==> config.mk <==
export PLATFORM = sky130hd
export DESIGN_NAME = lec_ctrl
export DESIGN_NICKNAME = d
export VERILOG_FILES = /design/src/lec_pkg.sv /design/src/lec_ctrl.sv /design/src/lec_index.sv
export SDC_FILE = /design/constraint.sdc
export NUM_CORES = 1
export LEC_CHECK = 0
export ABC_AREA = 1
export BUFFER_PORTS_ARGS = -buffer_cell sky130_fd_sc_hd__buf_2
export CORE_UTILIZATION = 55
export DETAILED_ROUTE_END_ITERATION = 16
export PLACE_DENSITY = 0.87
export SKIP_CTS_REPAIR_TIMING = 1
export SYNTH_ARGS = -nofsm -noshare
export SYNTH_HDL_FRONTEND = slang
export SYNTH_SLANG_ARGS = --single-unit
export TNS_END_PERCENT = 1
==> constraint.sdc <==
create_clock -name i_clk_sys -period 5 [get_ports i_clk_sys]
set_clock_uncertainty 0.05 [all_clocks]
set_input_delay 0.5 -clock i_clk_sys [delete_from_list [all_inputs] [get_ports i_clk_sys]]
set_output_delay 0.5 -clock i_clk_sys [all_outputs]
set_load 0.01 [all_outputs]
==> src/lec_pkg.sv <==
package lec_pkg;

    // Bus and register geometry.
    localparam int unsigned ADDR_W            = 12;
    localparam int unsigned DATA_W            = 32;
    localparam int unsigned CTRL_W            = 8;

    // Printed offset 0x0310 is word aligned, so it is the byte address.
    localparam logic [11:0] LEC_CTRL0_ADDR    = 12'h310;

    // Field positions inside the control register.
    localparam int unsigned VLAN_EN_BIT       = 7;
    localparam int unsigned DROP_INV_BIT      = 6;
    localparam int unsigned AGE_MSB           = 5;
    localparam int unsigned AGE_LSB           = 3;
    localparam int unsigned RSVD_MC_BIT       = 2;
    localparam int unsigned HASH_MSB          = 1;
    localparam int unsigned HASH_LSB          = 0;

    // Reset value: vlan off, drop invalid on, age 100b, reserved mc off, crc hash.
    localparam logic [7:0]  LEC_CTRL0_RESET   = 8'h61;

    // Dynamic table index width and hash encodings.
    localparam int unsigned IDX_W             = 10;

    // Hash selection codes.
    typedef enum logic [1:0] {
        LEC_HASH_DIRECT0 = 2'h0,
        LEC_HASH_CRC     = 2'h1,
        LEC_HASH_XOR     = 2'h2,
        LEC_HASH_DIRECT3 = 2'h3
    } lec_hash_e;

    // Decoded control settings handed to the lookup datapath.
    typedef struct packed {
        logic       vlan_en;
        logic       drop_invalid;
        logic [2:0] age_count;
        logic       rsvd_mc_en;
        lec_hash_e  hash_select;
    } lec_ctrl_s;

    // Frame disposition for an invalid VLAN ID.
    typedef struct packed {
        logic drop;
        logic to_host;
        logic to_unknown;
    } lec_vid_act_s;

endpackage : lec_pkg

==> src/lec_ctrl.sv <==
`timescale 1ns/1ps
module lec_ctrl (
    // Clock and reset.
    input  wire logic                          i_clk_sys,
    input  wire logic                          i_rstn,
    // APB slave.
    input  wire logic                          i_psel,
    input  wire logic                          i_penable,
    input  wire logic                          i_pwrite,
    input  wire logic [lec_pkg::ADDR_W-1:0]    i_paddr,
    input  wire logic [lec_pkg::DATA_W-1:0]    i_pwdata,
    input  wire logic [3:0]                    i_pstrb,
    output logic [lec_pkg::DATA_W-1:0]         o_prdata,
    output logic                               o_pready,
    output logic                               o_pslverr,
    // Lookup datapath: frame classification inputs.
    input  wire logic                          i_vid_invalid,
    input  wire logic                          i_unknown_vid_fwd_en,
    input  wire logic [47:0]                   i_dest_addr,
    input  wire logic                          i_entry_update,
    input  wire logic [7:0]                    i_age_period,
    input  wire logic                          i_age_tick,
    // Lookup datapath: decisions.
    output lec_pkg::lec_ctrl_s                 o_ctrl,
    output lec_pkg::lec_vid_act_s              o_vid_act,
    output logic [lec_pkg::IDX_W-1:0]          o_table_index,
    output logic [2:0]                         o_entry_age_count,
    output logic                               o_entry_age_valid,
    output logic [10:0]                        o_aging_ticks,
    output logic                               o_rsvd_mc_lookup
);
    import lec_pkg::*;

    // Control register and staged datapath outputs.
    logic [CTRL_W-1:0]   ctrl_q;
    logic [CTRL_W-1:0]   ctrl_d;
    logic [DATA_W-1:0]   prdata_q;
    logic [DATA_W-1:0]   prdata_d;
    logic                pslverr_q;
    lec_vid_act_s        vid_act_q;
    lec_vid_act_s        vid_act_d;
    logic [2:0]          age_stamp_q;
    logic                age_valid_q;
    logic [IDX_W-1:0]    index_q;
    logic [10:0]         aging_q;
    logic [IDX_W-1:0]    index_w;

    // Access phase decode; the slave answers in the first access cycle.
    wire logic hit_w     = (i_paddr == LEC_CTRL0_ADDR);
    wire logic access_w  = i_psel & i_penable;
    wire logic wr_w      = access_w & i_pwrite & hit_w & i_pstrb[0];
    wire logic rd_w      = access_w & ~i_pwrite & hit_w;
    wire logic miss_w    = access_w & ~hit_w;

    // Write lane 0 only updates the register; other lanes hold nothing.
    assign ctrl_d   = wr_w ? i_pwdata[CTRL_W-1:0] : ctrl_q;
    // Read data shows the stored byte with the upper bits zero.
    assign prdata_d = rd_w ? {{(DATA_W-CTRL_W){1'b0}}, ctrl_q} : '0;

    // Field view of the register for the datapath.
    assign o_ctrl.vlan_en      = ctrl_q[VLAN_EN_BIT];
    assign o_ctrl.drop_invalid = ctrl_q[DROP_INV_BIT];
    assign o_ctrl.age_count    = ctrl_q[AGE_MSB:AGE_LSB];
    assign o_ctrl.rsvd_mc_en   = ctrl_q[RSVD_MC_BIT];
    assign o_ctrl.hash_select  = lec_hash_e'(ctrl_q[HASH_MSB:HASH_LSB]);

    // Invalid VID disposition; unknown-VID forwarding takes precedence.
    // Without VLAN mode no VID is judged, so nothing is diverted.
    wire logic judge_w = ctrl_q[VLAN_EN_BIT] & i_vid_invalid;
    assign vid_act_d.to_unknown = judge_w & i_unknown_vid_fwd_en;
    assign vid_act_d.drop       = judge_w & ~i_unknown_vid_fwd_en & ctrl_q[DROP_INV_BIT];
    assign vid_act_d.to_host    = judge_w & ~i_unknown_vid_fwd_en & ~ctrl_q[DROP_INV_BIT];

    // Reserved multicast lookup gate is a plain level from the register.
    assign o_rsvd_mc_lookup = ctrl_q[RSVD_MC_BIT];

    // Table index computed by the selected mapping.
    lec_index u_index (
        .i_hash_select (lec_hash_e'(ctrl_q[HASH_MSB:HASH_LSB])),
        .i_dest_addr   (i_dest_addr),
        .o_index       (index_w)
    );

    // Register bank and bus answer; pready is immediate, so no wait states.
    always_ff @(posedge i_clk_sys or negedge i_rstn) begin
        if (!i_rstn) begin
            ctrl_q    <= LEC_CTRL0_RESET;
            prdata_q  <= '0;
            pslverr_q <= 1'b0;
        end else begin
            ctrl_q    <= ctrl_d;
            prdata_q  <= prdata_d;
            pslverr_q <= miss_w;
        end
    end

    // Datapath staging; age stamping samples the live age count on update.
    always_ff @(posedge i_clk_sys or negedge i_rstn) begin
        if (!i_rstn) begin
            vid_act_q   <= '0;
            age_stamp_q <= '0;
            age_valid_q <= 1'b0;
            index_q     <= '0;
            aging_q     <= '0;
        end else begin
            vid_act_q   <= vid_act_d;
            index_q     <= index_w;
            age_valid_q <= i_entry_update;
            if (i_entry_update) begin
                age_stamp_q <= ctrl_q[AGE_MSB:AGE_LSB];
            end
            // Aging time in age ticks is count times period; the period tick source lives outside.
            aging_q     <= 11'(ctrl_q[AGE_MSB:AGE_LSB]) * 11'(i_age_period);
        end
    end

    // Read data is driven combinationally in the access cycle so pready can be high at once.
    assign o_prdata          = rd_w ? prdata_d : prdata_q;
    assign o_pready          = 1'b1;
    assign o_pslverr         = miss_w;
    assign o_vid_act         = vid_act_q;
    assign o_table_index     = index_q;
    assign o_entry_age_count = age_stamp_q;
    assign o_entry_age_valid = age_valid_q;
    assign o_aging_ticks     = aging_q;

    // The age tick is only carried for the aging engine outside and has no effect here.
    wire logic unused_w = i_age_tick ^ pslverr_q;

endmodule : lec_ctrl

==> src/lec_index.sv <==
`timescale 1ns/1ps
// Maps a destination address to a dynamic lookup table index.
module lec_index (
    // Selection.
    input  wire lec_pkg::lec_hash_e        i_hash_select,
    // Address in.
    input  wire logic [47:0]               i_dest_addr,
    // Index out.
    output logic [lec_pkg::IDX_W-1:0]      o_index
);
    import lec_pkg::*;

    // Folding xor of the 48-bit address into ten bits.
    function automatic logic [IDX_W-1:0] fold_xor(input logic [47:0] a);
        logic [IDX_W-1:0] r;
        r = '0;
        for (int i = 0; i < 48; i++) begin
            r[i % IDX_W] = r[i % IDX_W] ^ a[i];
        end
        return r;
    endfunction : fold_xor

    // Serial crc over the address with a ten bit polynomial; plain choice of taps.
    function automatic logic [IDX_W-1:0] crc10(input logic [47:0] a);
        logic [IDX_W-1:0] c;
        logic             fb;
        c = '1;
        for (int i = 47; i >= 0; i--) begin
            fb = c[IDX_W-1] ^ a[i];
            c  = {c[IDX_W-2:0], 1'b0};
            if (fb) begin
                c = c ^ 10'h233;
            end
        end
        return c;
    endfunction : crc10

    wire logic [IDX_W-1:0] direct_idx = i_dest_addr[IDX_W-1:0];
    wire logic [IDX_W-1:0] crc_idx    = crc10(i_dest_addr);
    wire logic [IDX_W-1:0] xor_idx    = fold_xor(i_dest_addr);

    // Codes 00 and 11 both map directly on the low address bits.
    assign o_index = (i_hash_select == LEC_HASH_CRC) ? crc_idx :
                     (i_hash_select == LEC_HASH_XOR) ? xor_idx :
                     direct_idx;

endmodule : lec_index

Word-level counts from Yosys, hierarchy flattened:

Cells that the tools add are included.

* output and inout port bits: 71
* word-level logic and storage cells: 213
* bits of input ports: 113
* flip-flop bits (word level): 44

* bitwise logic cells: 148
* $mul: 1
* muxes and demuxes: 52
* eq/ne operators: 3

Operators by type and width (number)
* $mux 10: 50
* $not 5->5: 47
* $xor 1x1->1: 85
* $mux 8: 2
* $and 1x1->1: 12
* $eq 12x10->1 const B: 1
* $mul 3x8->11: 1
* $not 1->1: 4
* $eq 2x1->1 const B: 1
* $eq 2x2->1 const B: 1

Longest topological paths before layout:

Gate-level depths: netlist of the first run.

* depth in word-level cells: 96
* depth in mapped cells: 38

Modules after synthesis:

From an unflattened synthesis of the first run, not the netlist that was laid out.

* cell total of the unflattened synthesis: 927
* area total of the unflattened synthesis: 5736.8 um2

By module, submodules not included
* lec_index: area each 3239.4 um2, sequential area each 0.0 um2, times used 1, cells each 636
* lec_ctrl: area each 2497.4 um2, sequential area each 1104.8 um2, times used 1, cells each 291

Least setup slack after synthesis of the first run:

Ideal clock, no wire load.

* path kind: input port to flip-flop
* start: input i_dest_addr[46]
* end: register index_q[9], in the netlist o_table_index[9]
* buffers on the path: 1
* setup slack: 1.850 ns
* required time: 4.829 ns
* cell stages on the path: 33
* arrival: 2.979 ns
* setup time: 0.121 ns
* cells stage by stage: buf_4 -> inv_4 -> nand2_1 -> nand2_1 -> nand2_4 -> nand2_4 -> nand2_4 -> nand2_2 -> nand2_1 -> nand2_2 -> inv_1 -> nand2_4 -> nand2_4 -> nand2_1 -> nand2_1 -> nand2_2 -> nand3_2 -> nand3_1 -> nand3_1 -> nand2_2 -> nand2_1 -> nand2_2 -> nand2_1 -> nand2_1 -> nor2_1 -> nor2_1 -> nand2_1 -> nand2_1 -> nand2_2 -> nand2_2 -> nand2_1 -> nand3_1 -> nand2_1

* word-level cells in the longest chain between the ends: 95
* elaborated cells between the ends (all ways): 141
* classes of those cells: 48 x mux; 93 x bitwise

RTL lines
* start, declared: line lec_ctrl.sv:19 `input wire logic [47:0] i_dest_addr,`
* $xor 1x1->1 *: line lec_index.sv:29 `fb = c[IDX_W-1] ^ a[i];`
* $mux 10 *: line lec_index.sv:31 `if (fb) begin`
* $xor 1x1->1: line lec_index.sv:29
* $mux 10 *: line lec_index.sv:31
* $xor 1x1->1: line lec_index.sv:29
* $mux 10 *: line lec_index.sv:31
* $xor 1x1->1: line lec_index.sv:29
* $mux 10 *: line lec_index.sv:31
* [80 not listed]
* $xor 1x1->1: line lec_index.sv:29
* $mux 10 *: line lec_index.sv:31
* $xor 1x1->1: line lec_index.sv:29
* $mux 10 *: line lec_index.sv:31
* $xor 1x1->1: line lec_index.sv:29
* $mux 10 *: line lec_index.sv:31
* $mux 10 *: line lec_index.sv:43 `assign o_index = (i_hash_select == LEC_HASH_CRC) ? crc_idx :`
* named net index_w[9]: line lec_ctrl.sv:46 `logic [IDX_W-1:0] index_w;`
* end signal, assigned: line lec_ctrl.sv:107 `index_q <= index_w;`
* end, declared: line lec_ctrl.sv:44 `logic [IDX_W-1:0] index_q;`

Mark *: on every way through the listed nets, which the timed path passes. The rest lies on a longest branch.
A chain may end at the register's enable or synchronous reset.

Worst setup path in the final report of the first run:

* start: input i_dest_addr[35]
* end: register index_q[9], in the netlist o_table_index[9]

* word-level cells in the longest chain between the ends: 73
* elaborated cells between the ends (all ways): 108
* classes of those cells: 37 x mux; 71 x bitwise

RTL lines (line)
* $xor 1x1->1 *: lec_index.sv:29
* $mux 10 *: lec_index.sv:31
* $xor 1x1->1: lec_index.sv:29
* $mux 10 *: lec_index.sv:31
* $xor 1x1->1: lec_index.sv:29
* $mux 10 *: lec_index.sv:31
* $xor 1x1->1: lec_index.sv:29
* $mux 10 *: lec_index.sv:31
* [58 not listed]
* $xor 1x1->1: lec_index.sv:29
* $mux 10 *: lec_index.sv:31
* $xor 1x1->1: lec_index.sv:29
* $mux 10 *: lec_index.sv:31
* $xor 1x1->1: lec_index.sv:29
* $mux 10 *: lec_index.sv:31
* $mux 10 *: lec_index.sv:43
* named net index_w[9]: lec_ctrl.sv:46

Marks and branches as above.

==> results.json, run 1 <==
{
  "slew_viol_final": 0,
  "grt_remaining_overflow": 0,
  "mostFrequentLayoutCells": "sky130_fd_sc_hd__nand2_1 (258), sky130_fd_sc_hd__buf_2 (130), sky130_fd_sc_hd__inv_1 (104)",
  "antenna_found_initial": 0,
  "final.period_utilization": 0.666,
  "route.final.wire_length_um": 12100,
  "power_per_cell_area_mw_per_mm2": 319,
  "worstPathArrival_ns": 3.46,
  "failing_checks": "design-rule violations",
  "drt_first_iter_violations": 205,
  "nets_finish": 1042,
  "placementRows": 34,
  "clock_insertion_delay_worst_skew_ns": 0.29,
  "seqCellArea_mm2": 0.00110,
  "synth_fa_ha_area_frac": 0.0517,
  "area_share_of_xor_xnor_cells_in_the_synthesized_design": 0.103,
  "power.share.switching": 0.495,
  "groute.usage.overall": 0.259,
  "max_cap_viol_count": 0,
  "post_synth_inst_count": 784,
  "synth_simple_gate_area_share": 0.430,
  "grt_first_pass_wirelength_um": 20400,
  "max_freq_mhz": 300,
  "final_gp_congestion": 0.950,
  "fillerInstances": 802,
  "io_buffers": 130,
  "worst-setup-path-type": "in -> reg",
  "ctsLongestPathBuffers": 2,
  "hpwl_um": 10400,
  "htree_num_levels": 2,
  "synth_area_per_cell_um2": 6.54,
  "worst_path_required_ns": 5.13,
  "rsz_0062_raised_after_global_routing": "no",
  "setup_total_negative_slack_ns": 0,
  "internal_power_mw": 0.949,
  "synth_sequential_area_ratio": 0.215,
  "finalPower_mw": 1.88,
  "most_used_dff_post_synth": "sky130_fd_sc_hd__dfrtp_1",
  "cts_root_buffer": "sky130_fd_sc_hd__clkbuf_8",
  "tritoncts_clock_tree": "built",
  "synth_enable_flop_cells": 0,
  "comb_power_share": 0.670,
  "run_status": "finished, violations left",
  "cts-buffers-inserted": 5,
  "cp_max_fo": 5,
  "main_combinational_cell_family_by_area_after_synthesis": "simple AND/OR/NAND/NOR gates",
  "ratio_of_cells_with_drive_above_1_in_the_final_layout": 0.262,
  "route.detailed.drc": 1,
  "postRouteAntennaNets": 0,
  "routed_via_density": 5.03,
  "timing.critical_path.from_type": "primary input",
  "setup.worst_path.end_class": "flip-flop",
  "synth-async-reset-ratio": 1.00,
  "synth_compound_gate_area_share": 0.0488,
  "max_slew.worst_pin.slew_ns": 0.908,
  "floorplan.io_pins": 184,
  "synth_cell_types": 40,
  "yosys_warnings": 0,
  "diodes": 0,
  "synth_seq_cells": 44,
  "final_common_cell": "sky130_fd_sc_hd__nand2_1",
  "synthMuxAreaShare": 0.0176,
  "timing_hold_violations_final": 0,
  "worst_slew_margin_rel": 0.395,
  "worst_path_max_delay_cell": "sky130_fd_sc_hd__xor2_2",
  "die_w_um": 98.6,
  "number_of_global_route_vias_before_repair": 4689,
  "drt-pass1-iter-count": 11,
  "grt_max_degree": 45,
  "sequentialPowerShare": 0.194,
  "fp.dieH_um": 98.6,
  "critical_path.most_common_cell": "sky130_fd_sc_hd__nand2_1",
  "static-leakage-power_nw": 3.61,
  "fp.dieArea_mm2": 0.00972,
  "clkSlewWorstSetupHoldPaths_ns": 0.07,
  "final.min_clock_period_ns": 3.33,
  "multi_input_gate_area_in_the_final_layout_mm2": 0.00343,
  "dr_total_vias": 5131,
  "design.core.area_mm2": 0.00889,
  "min_path_type": "in -> async",
  "pwr-share-clk": 0.137,
  "peakVddDrop_mv": 0.175,
  "final_core_util": 0.662,
  "max_stage_delay_ns": 0.32,
  "finalSetupViolCount": 0,
  "floorplan.initialDensity": 0.577,
  "routed_wire_length_per_instance_um": 11.9,
  "area_grow_syn2layout_pct": 14.8,
  "final.hold.worst_slack_ns": 0.284,
  "synthesis.area_mm2": 0.00513,
  "cts.sinks": 44,
  "switching_power_mw": 0.932
}
-- power by group through the flow --
stage / combinational, mW / clock, mW / sequential [mW]
after global routing: 1.45 / 0.277 / 0.365
after CTS: 1.25 / 0.265 / 0.364
final: 1.26 / 0.257 / 0.364
after global placement: 1.22 / 0 / 0.371
after detailed placement: 1.25 / 0 / 0.371
after floorplan: 1.03 / 0 / 0.374
-- registers in the layout, summed over array words and instances (netlist names) --
| register | count |
|---|---|
| o_aging_ticks | 11 |
| o_ctrl | 8 |
| o_entry_age_count | 3 |
| o_entry_age_valid | 1 |
| o_table_index | 10 |
| o_vid_act | 3 |
| prdata_q | 8 |
-- cell type report --
type                            instances  area share
Timing Repair Buffer                  130       0.110
Tap cell                              108      0.0229
Multi-Input combinational cell        610       0.583
Sequential cell                        44       0.188
Inverter                              121      0.0776
Clock inverter                          2     0.00595
Clock buffer                            6      0.0123
-- path summary, 6_finish.rpt --
kind	slack (ns)	cells after the start	endpoint	start
hold reg to reg	0.50	2	prdata_q[0]	o_ctrl[0]
min in group i_clk_sys	0.33	2	o_vid_act[1]	i_unknown_vid_fwd_en
hold / removal	0.28	1	o_aging_ticks[10]	i_rstn
setup reg to reg	2.02	14	o_aging_ticks[9]	o_ctrl[5]
max in group asynchronous	4.04	1	prdata_q[5]	i_rstn
setup / recovery	1.67	33	o_table_index[9]	i_dest_addr[35]
-- cell usage after synthesis, types with 17 or more instances --
library cell / number / area share
sky130_fd_sc_hd__dfrtp_1: 41 / 0.20
sky130_fd_sc_hd__o21ai_0: 18 / 0.018
sky130_fd_sc_hd__inv_1: 104 / 0.076
sky130_fd_sc_hd__nand2_2: 39 / 0.048
sky130_fd_sc_hd__nor2_1: 26 / 0.019
sky130_fd_sc_hd__buf_4: 27 / 0.040
sky130_fd_sc_hd__nand2_4: 17 / 0.037
sky130_fd_sc_hd__nand3_1: 92 / 0.090
sky130_fd_sc_hd__xnor2_1: 30 / 0.051
sky130_fd_sc_hd__a21oi_1: 17 / 0.017
sky130_fd_sc_hd__xor2_1: 17 / 0.029
sky130_fd_sc_hd__nand2_1: 258 / 0.19
-- through the flow --
| step | cell area, µm² | setup slack [ns] | cells |
|---|---|---|---|
| 2_1_floorplan | 5220 | 1.85 | 807 |
| 3_3_place_gp | 5780 | 1.46 | 1013 |
| 3_5_place_dp | 5780 | 1.39 | 1013 |
| 4_1_cts | 5890 | 1.70 | 1021 |
| 5_1_grt | 5890 | 1.23 | 1021 |
| 6_report | 5890 | 1.67 | 1021 |
-- critical path, delay by kind of cell --
kind | cells | cell delay [ns]
xor gates and xnor gates | 1 | 0.32
buffers and inverters | 5 | 0.48
and+or+nand+nor | 27 | 2.14
-- cells by family (layout without fill, tap and decap cells) --
logic type / after synthesis / in the layout
AO/OA/AOI/OAI: 45 / 45
XOR/XNOR: 53 / 53
adder cells (fa/ha/maj): 17 / 17
buffers and inverters: 153 / 259
flip-flops: 44 / 44
multiplexers: 8 / 8
other: 2 / 25
AND/OR/NAND/NOR: 462 / 462
-- routing by layer --
| layer | part of all wire | up-vias | global-route usage |
|---|---|---|---|
| met4 | 0.024 | 0 | 0.0850 |
| li1 | - | 2652 | - |
| met5 | 0 | - | 0 |
| met3 | 0.062 | 23 | 0.0262 |
| met2 | 0.49 | 169 | 0.479 |
| met1 | 0.43 | 2287 | 0.316 |
Power figures use the tool's default switching activity.
==> run 2: changes to the inputs <==
CORE_UTILIZATION = 52   (was 55)
PLACE_DENSITY = 0.83   (was 0.87)
clock period = 3.09 ns   (was 5 ns; I/O delays follow)
==> run 2 against run 1 <==
Net effect:
- the run ends with negative setup slack left
- count of clock-buffer cells in the layout is the same
- utilization grew 13 points
- critical endpoint is now o_table_index[0]
- highest routed layer unchanged
- via count grew 14%
- hold slack lost 0.18 ns
- clock power grew 63%
- sequential power grew 62%
- largest cell class unchanged
- flip-flop and latch count is the same
- combinational power grew to 2.7 times the previous value
==> results.json, run 2 (synthesized netlist as in run 1, its figures left out) <==
{
  "min_path_type": "in -> async",
  "htree_num_levels": 2,
  "hpwl_um": 10700,
  "grt_first_pass_wirelength_um": 21100,
  "post-place-ws_ns": -0.275,
  "design.core.area_mm2": 0.00942,
  "final_common_cell": "sky130_fd_sc_hd__nand2_1",
  "max_cap_viol_count": 0,
  "internal_power_mw": 2.19,
  "endpoint": "o_table_index[0]",
  "worst_slew_margin_rel": 0.381,
  "dr_total_vias": 5867,
  "io_buffers": 130,
  "static-leakage-power_nw": 4.23,
  "cts-buffers-inserted": 5,
  "max_freq_mhz": 315,
  "comb_power_share": 0.771,
  "diodes": 0,
  "drt_first_iter_violations": 343,
  "critical_path.most_common_cell": "sky130_fd_sc_hd__nand2_2",
  "groute.usage.overall": 0.254,
  "floorplan.initialDensity": 0.545,
  "post-route-cell-area_mm2": 0.00743,
  "grt.met3_usage": 0.0186,
  "largest_register_ff_count": 11,
  "groute.layer.met1.usage": 0.314,
  "r2r_cells": 14,
  "final.min_clock_period_ns": 3.17,
  "grt.busiest_layer": "met2",
  "run_status": "finished, violations left",
  "switching_power_mw": 2.21,
  "worst-setup-path-type": "in -> reg",
  "placementRows": 35,
  "routed_via_density": 5.30,
  "postRouteAntennaNets": 0,
  "timing.critical_path.from_type": "primary input",
  "floorplan.io_pins": 184,
  "postPlaceCellArea_mm2": 0.00619,
  "fp.dieH_um": 101,
  "power_per_cell_area_mw_per_mm2": 593,
  "grtUsageMet2": 0.470,
  "worst_path_max_delay_cell": "sky130_fd_sc_hd__xor2_1",
  "grt_max_degree": 45,
  "ctsLongestPathBuffers": 2,
  "worst_path_required_ns": 3.25,
  "nets_finish": 1107,
  "tritoncts_clock_tree": "built",
  "failing_checks": "negative setup slack",
  "final_core_util": 0.789,
  "routed_wire_length_per_instance_um": 15.3,
  "final.setup.worst_slack_ns": -0.0805,
  "slew_viol_final": 0,
  "fillerInstances": 573,
  "mostFrequentLayoutCells": "sky130_fd_sc_hd__nand2_1 (147), sky130_fd_sc_hd__buf_2 (120), sky130_fd_sc_hd__nand2_2 (100)",
  "route.detailed.drc": 0,
  "finalSetupViolCount": 3,
  "timing_hold_violations_final": 0,
  "grt_remaining_overflow": 0,
  "final.period_utilization": 1.03,
  "max_slew.worst_pin.slew_ns": 0.929,
  "cts.sinks": 44,
  "fp.dieArea_mm2": 0.0103,
  "antenna_found_initial": 0,
  "worstPathArrival_ns": 3.34,
  "cp_max_fo": 4,
  "ratio_of_cells_with_drive_above_1_in_the_final_layout": 0.488,
  "critical_path.reg2reg.startpoint": "o_ctrl[3]",
  "sequentialPowerShare": 0.134,
  "setup.worst_path.end_class": "flip-flop",
  "pwr-share-clk": 0.095,
  "number_of_global_route_vias_before_repair": 4846,
  "final_gp_congestion": 0.940,
  "finalPower_mw": 4.40,
  "drt-pass1-iter-count": 5,
  "cts_root_buffer": "sky130_fd_sc_hd__clkbuf_8",
  "regToRegSetupSlack_ns": 0.23,
  "area_grow_syn2layout_pct": 44.8,
  "die_w_um": 101,
  "clock_insertion_delay_worst_skew_ns": 0.29,
  "startpoint": "i_dest_addr[39]",
  "regToRegEndpoint": "o_aging_ticks[9]",
  "power.share.switching": 0.502,
  "rsz_0062_raised_after_global_routing": "yes",
  "max_stage_delay_ns": 0.27,
  "route.final.wire_length_um": 16900,
  "peakVddDrop_mv": 0.553,
  "clkSlewWorstSetupHoldPaths_ns": 0.08
}
-- run 2: critical path: cells and delay by family --
family          cells  cell delay (ns)
simple gates       25             2.03
buf+inv             6             0.60
xor+xnor            1             0.27
compound gates      1             0.11
-- run 2: power by group through the flow --
stage | Clock, mW | Combinational [mW] | Sequential [mW]
2_1_floorplan | 0 | 1.67 | 0.606
3_3_place_gp | 0 | 2.26 | 0.600
3_5_place_dp | 0 | 2.31 | 0.600
4_1_cts | 0.430 | 2.32 | 0.589
5_1_grt | 0.460 | 3.67 | 0.590
6_report | 0.418 | 3.39 | 0.589
-- run 2: how the worst min path moves through the flow --
stage | from | endpoint | slack [ns] | depth (start not counted)
5_1_grt | i_unknown_vid_fwd_en | o_vid_act[2] | 0.15 | 2
3_5_place_dp | i_rstn | o_aging_ticks[8] | 0.44 | 1
6_report | i_rstn | o_aging_ticks[8] | 0.11 | 1
3_3_place_gp | i_rstn | o_aging_ticks[8] | 0.44 | 1
2_1_floorplan | i_rstn | o_aging_ticks[0] | -0.04 | 0
4_1_cts | i_rstn | o_aging_ticks[8] | 0.13 | 1
-- run 2: layer usage --
| layer | vias to the layer above | part of all wire |
|---|---|---|
| li1 | 2779 | - |
| met1 | 2651 | 0.38 |
| met2 | 337 | 0.49 |
| met3 | 100 | 0.067 |
| met4 | 0 | 0.064 |
| met5 | - | 0 |
-- run 2: final cells by class --
type,count,area [µm²],share of cell area
clock inverter,2,35.0,0.00472
inverter,121,494,0.0666
timing repair buffer,195,1200,0.162
multi-input combinational,610,4350,0.586
clock buffer,6,72.6,0.00977
sequential,44,1110,0.149
tap,129,161,0.0217
-- run 2: per-stage QoR --
step           hold slack [ns]  cells  TNS (ns)
6_report                 0.106   1107    -0.222
5_1_grt                  0.154   1107    -0.707
4_1_cts                  0.130   1093         0
3_5_place_dp             0.444   1085    -0.737
3_3_place_gp             0.436   1085    -0.478
2_1_floorplan          -0.0366    807         0
==> run 3: changes to the inputs <==
CORE_MARGIN = 2   (was not set)
==> run 3 against run 2 <==
Net effect:
- the run still ends with negative setup slack left
- total power decreased by 4.6%
- utilization decreased by 2.7 points
- sequential share of layout area increased by 0.12 points
- via count decreased by 0.44%
- worst setup slack improved by 0.043 ns
- global-route usage decreased by 0.89 points
- non-clock buffer count decreased by 1
- largest power group unchanged
- highest routed layer unchanged
==> results.json, run 3 (synthesized netlist as in run 1, its figures left out) <==
{
  "floorplan.io_pins": 184,
  "mostFrequentLayoutCells": "sky130_fd_sc_hd__nand2_1 (162), sky130_fd_sc_hd__buf_2 (120), sky130_fd_sc_hd__nand2_2 (86)",
  "critical_path.reg2reg.startpoint": "o_ctrl[5]",
  "drt-pass1-iter-count": 5,
  "cts_root_buffer": "sky130_fd_sc_hd__clkbuf_8",
  "final.setup.worst_slack_ns": -0.0371,
  "power_per_cell_area_mw_per_mm2": 569,
  "antenna_found_initial": 0,
  "dp_cells": 1089,
  "fp.dieH_um": 103,
  "regToRegSetupSlack_ns": 0.15,
  "hpwl_um": 10900,
  "static-leakage-power_nw": 4.22,
  "postPlaceCellArea_mm2": 0.00619,
  "finalSetupViolCount": 2,
  "rsz_0062_raised_after_global_routing": "yes",
  "io_buffers": 130,
  "startpoint": "i_dest_addr[43]",
  "grt_max_degree": 45,
  "failing_checks": "negative setup slack",
  "route.final.wire_length_um": 16100,
  "worst_slew_margin_rel": 0.387,
  "r2r_cells": 13,
  "placementRows": 36,
  "final_gp_congestion": 0.935,
  "worst-setup-path-type": "in -> reg",
  "clkSlewWorstSetupHoldPaths_ns": 0.08,
  "fp.dieArea_mm2": 0.0107,
  "final.period_utilization": 1.01,
  "final.hold.worst_slack_ns": 0.0908,
  "number_of_global_route_vias_before_repair": 4928,
  "finish.cell_count_without_fillers": 1110,
  "worst_path_required_ns": 3.23,
  "fillerInstances": 640,
  "tritoncts_clock_tree": "built",
  "peakVddDrop_mv": 0.375,
  "max_slew.worst_pin.slew_ns": 0.920,
  "cts.sinks": 44,
  "ratio_of_cells_with_drive_above_1_in_the_final_layout": 0.476,
  "max_cap_viol_count": 0,
  "groute.usage.overall": 0.245,
  "slew_viol_final": 0,
  "timing_hold_violations_final": 0,
  "area_grow_syn2layout_pct": 43.8,
  "routed_via_density": 5.26,
  "cp_max_fo": 4,
  "htree_num_levels": 2,
  "floorplan.initialDensity": 0.530,
  "setup.worst_path.end_class": "flip-flop",
  "cts-buffers-inserted": 5,
  "worstPathArrival_ns": 3.26,
  "route.detailed.drc": 0,
  "diodes": 0,
  "grt_remaining_overflow": 0,
  "grt_first_pass_wirelength_um": 20800,
  "post-place-ws_ns": -0.259,
  "drt_first_iter_violations": 334,
  "timing.critical_path.from_type": "primary input",
  "ctsLongestPathBuffers": 2,
  "min_path_type": "in -> async",
  "post-route-cell-area_mm2": 0.00737,
  "final_common_cell": "sky130_fd_sc_hd__nand2_1",
  "final.min_clock_period_ns": 3.13,
  "dr_total_vias": 5841,
  "design.core.area_mm2": 0.00968,
  "worst_path_max_delay_cell": "sky130_fd_sc_hd__buf_4",
  "seqCellArea_mm2": 0.00111,
  "multi_input_gate_area_in_the_final_layout_mm2": 0.00432,
  "max_stage_delay_ns": 0.14,
  "run_status": "finished, violations left",
  "nets_finish": 1106,
  "die_w_um": 103,
  "regToRegEndpoint": "o_aging_ticks[10]",
  "critical_path.most_common_cell": "sky130_fd_sc_hd__nand2_2",
  "postRouteAntennaNets": 0,
  "routed_wire_length_per_instance_um": 14.5,
  "largest_register_ff_count": 11,
  "clock_insertion_delay_worst_skew_ns": 0.30,
  "max_freq_mhz": 320,
  "endpoint": "o_table_index[9]"
}
run 3: cell types whose count changed in the layout (fill, tap and decap cells not counted), moves of 2 or more:
cell / before / now
sky130_fd_sc_hd__buf_4: 67 / 69
sky130_fd_sc_hd__buf_6: 7 / 3
sky130_fd_sc_hd__inv_1: 87 / 84
sky130_fd_sc_hd__inv_2: 21 / 26
sky130_fd_sc_hd__inv_4: 9 / 7
sky130_fd_sc_hd__nand2_1: 147 / 162
sky130_fd_sc_hd__nand2_2: 100 / 86
sky130_fd_sc_hd__xor2_2: 5 / 3
run 3: per-stage QoR:
| step | power (mW) | setup TNS (ns) | util |
|---|---|---|---|
| final | 4.20 | -0.0573 | 0.761 |
| after global routing | 4.52 | -0.597 | 0.761 |
| after CTS | 3.32 | 0 | 0.651 |
| after detailed placement | 2.89 | -0.671 | 0.640 |
| after global placement | 2.84 | -0.460 | 0.640 |
| after floorplan | 2.27 | 0 | - |
run 3: critical path: cells and delay by family:
| kind | cells | cell delay [ns] |
|---|---|---|
| buf+inv | 6 | 0.48 |
| simple gates | 30 | 2.44 |
run 3: area by class of cell:
| type | instances | share of cell area |
|---|---|---|
| multi-input combinational | 610 | 0.585 |
| timing repair buffer | 194 | 0.161 |
| sequential | 44 | 0.150 |
| inverter | 121 | 0.0663 |
| tap | 133 | 0.0226 |
| clock buffer | 6 | 0.00984 |
| clock inverter | 2 | 0.00475 |
run 3: where the power goes:
group | switching [mW] | leakage (nW) | total (mW) | internal [mW]
clock | 0.194 | 0.0552 | 0.434 | 0.240
combinational | 1.92 | 3.59 | 3.17 | 1.25
sequential | 0.00387 | 0.571 | 0.589 | 0.585
run 3: worst min-delay path by stage:
stage,from,end,slack (ns)
global placement,i_rstn,o_aging_ticks[10],0.44
floorplan,i_rstn,o_aging_ticks[0],-0.04
global route,i_entry_update,o_entry_age_valid,0.15
detailed placement,i_rstn,o_aging_ticks[10],0.45
finish,i_rstn,o_aging_ticks[7],0.09
CTS,i_rstn,o_table_index[3],0.12
run 3: metal layers:
metal / global-route usage / wire (µm) / up-vias
met5: 0 / 0 / -
met4: 0.108 / 605 / 0
met3: 0.0376 / 1180 / 66
met2: 0.452 / 8340 / 283
met1: 0.280 / 5950 / 2715
li1: - / - / 2777
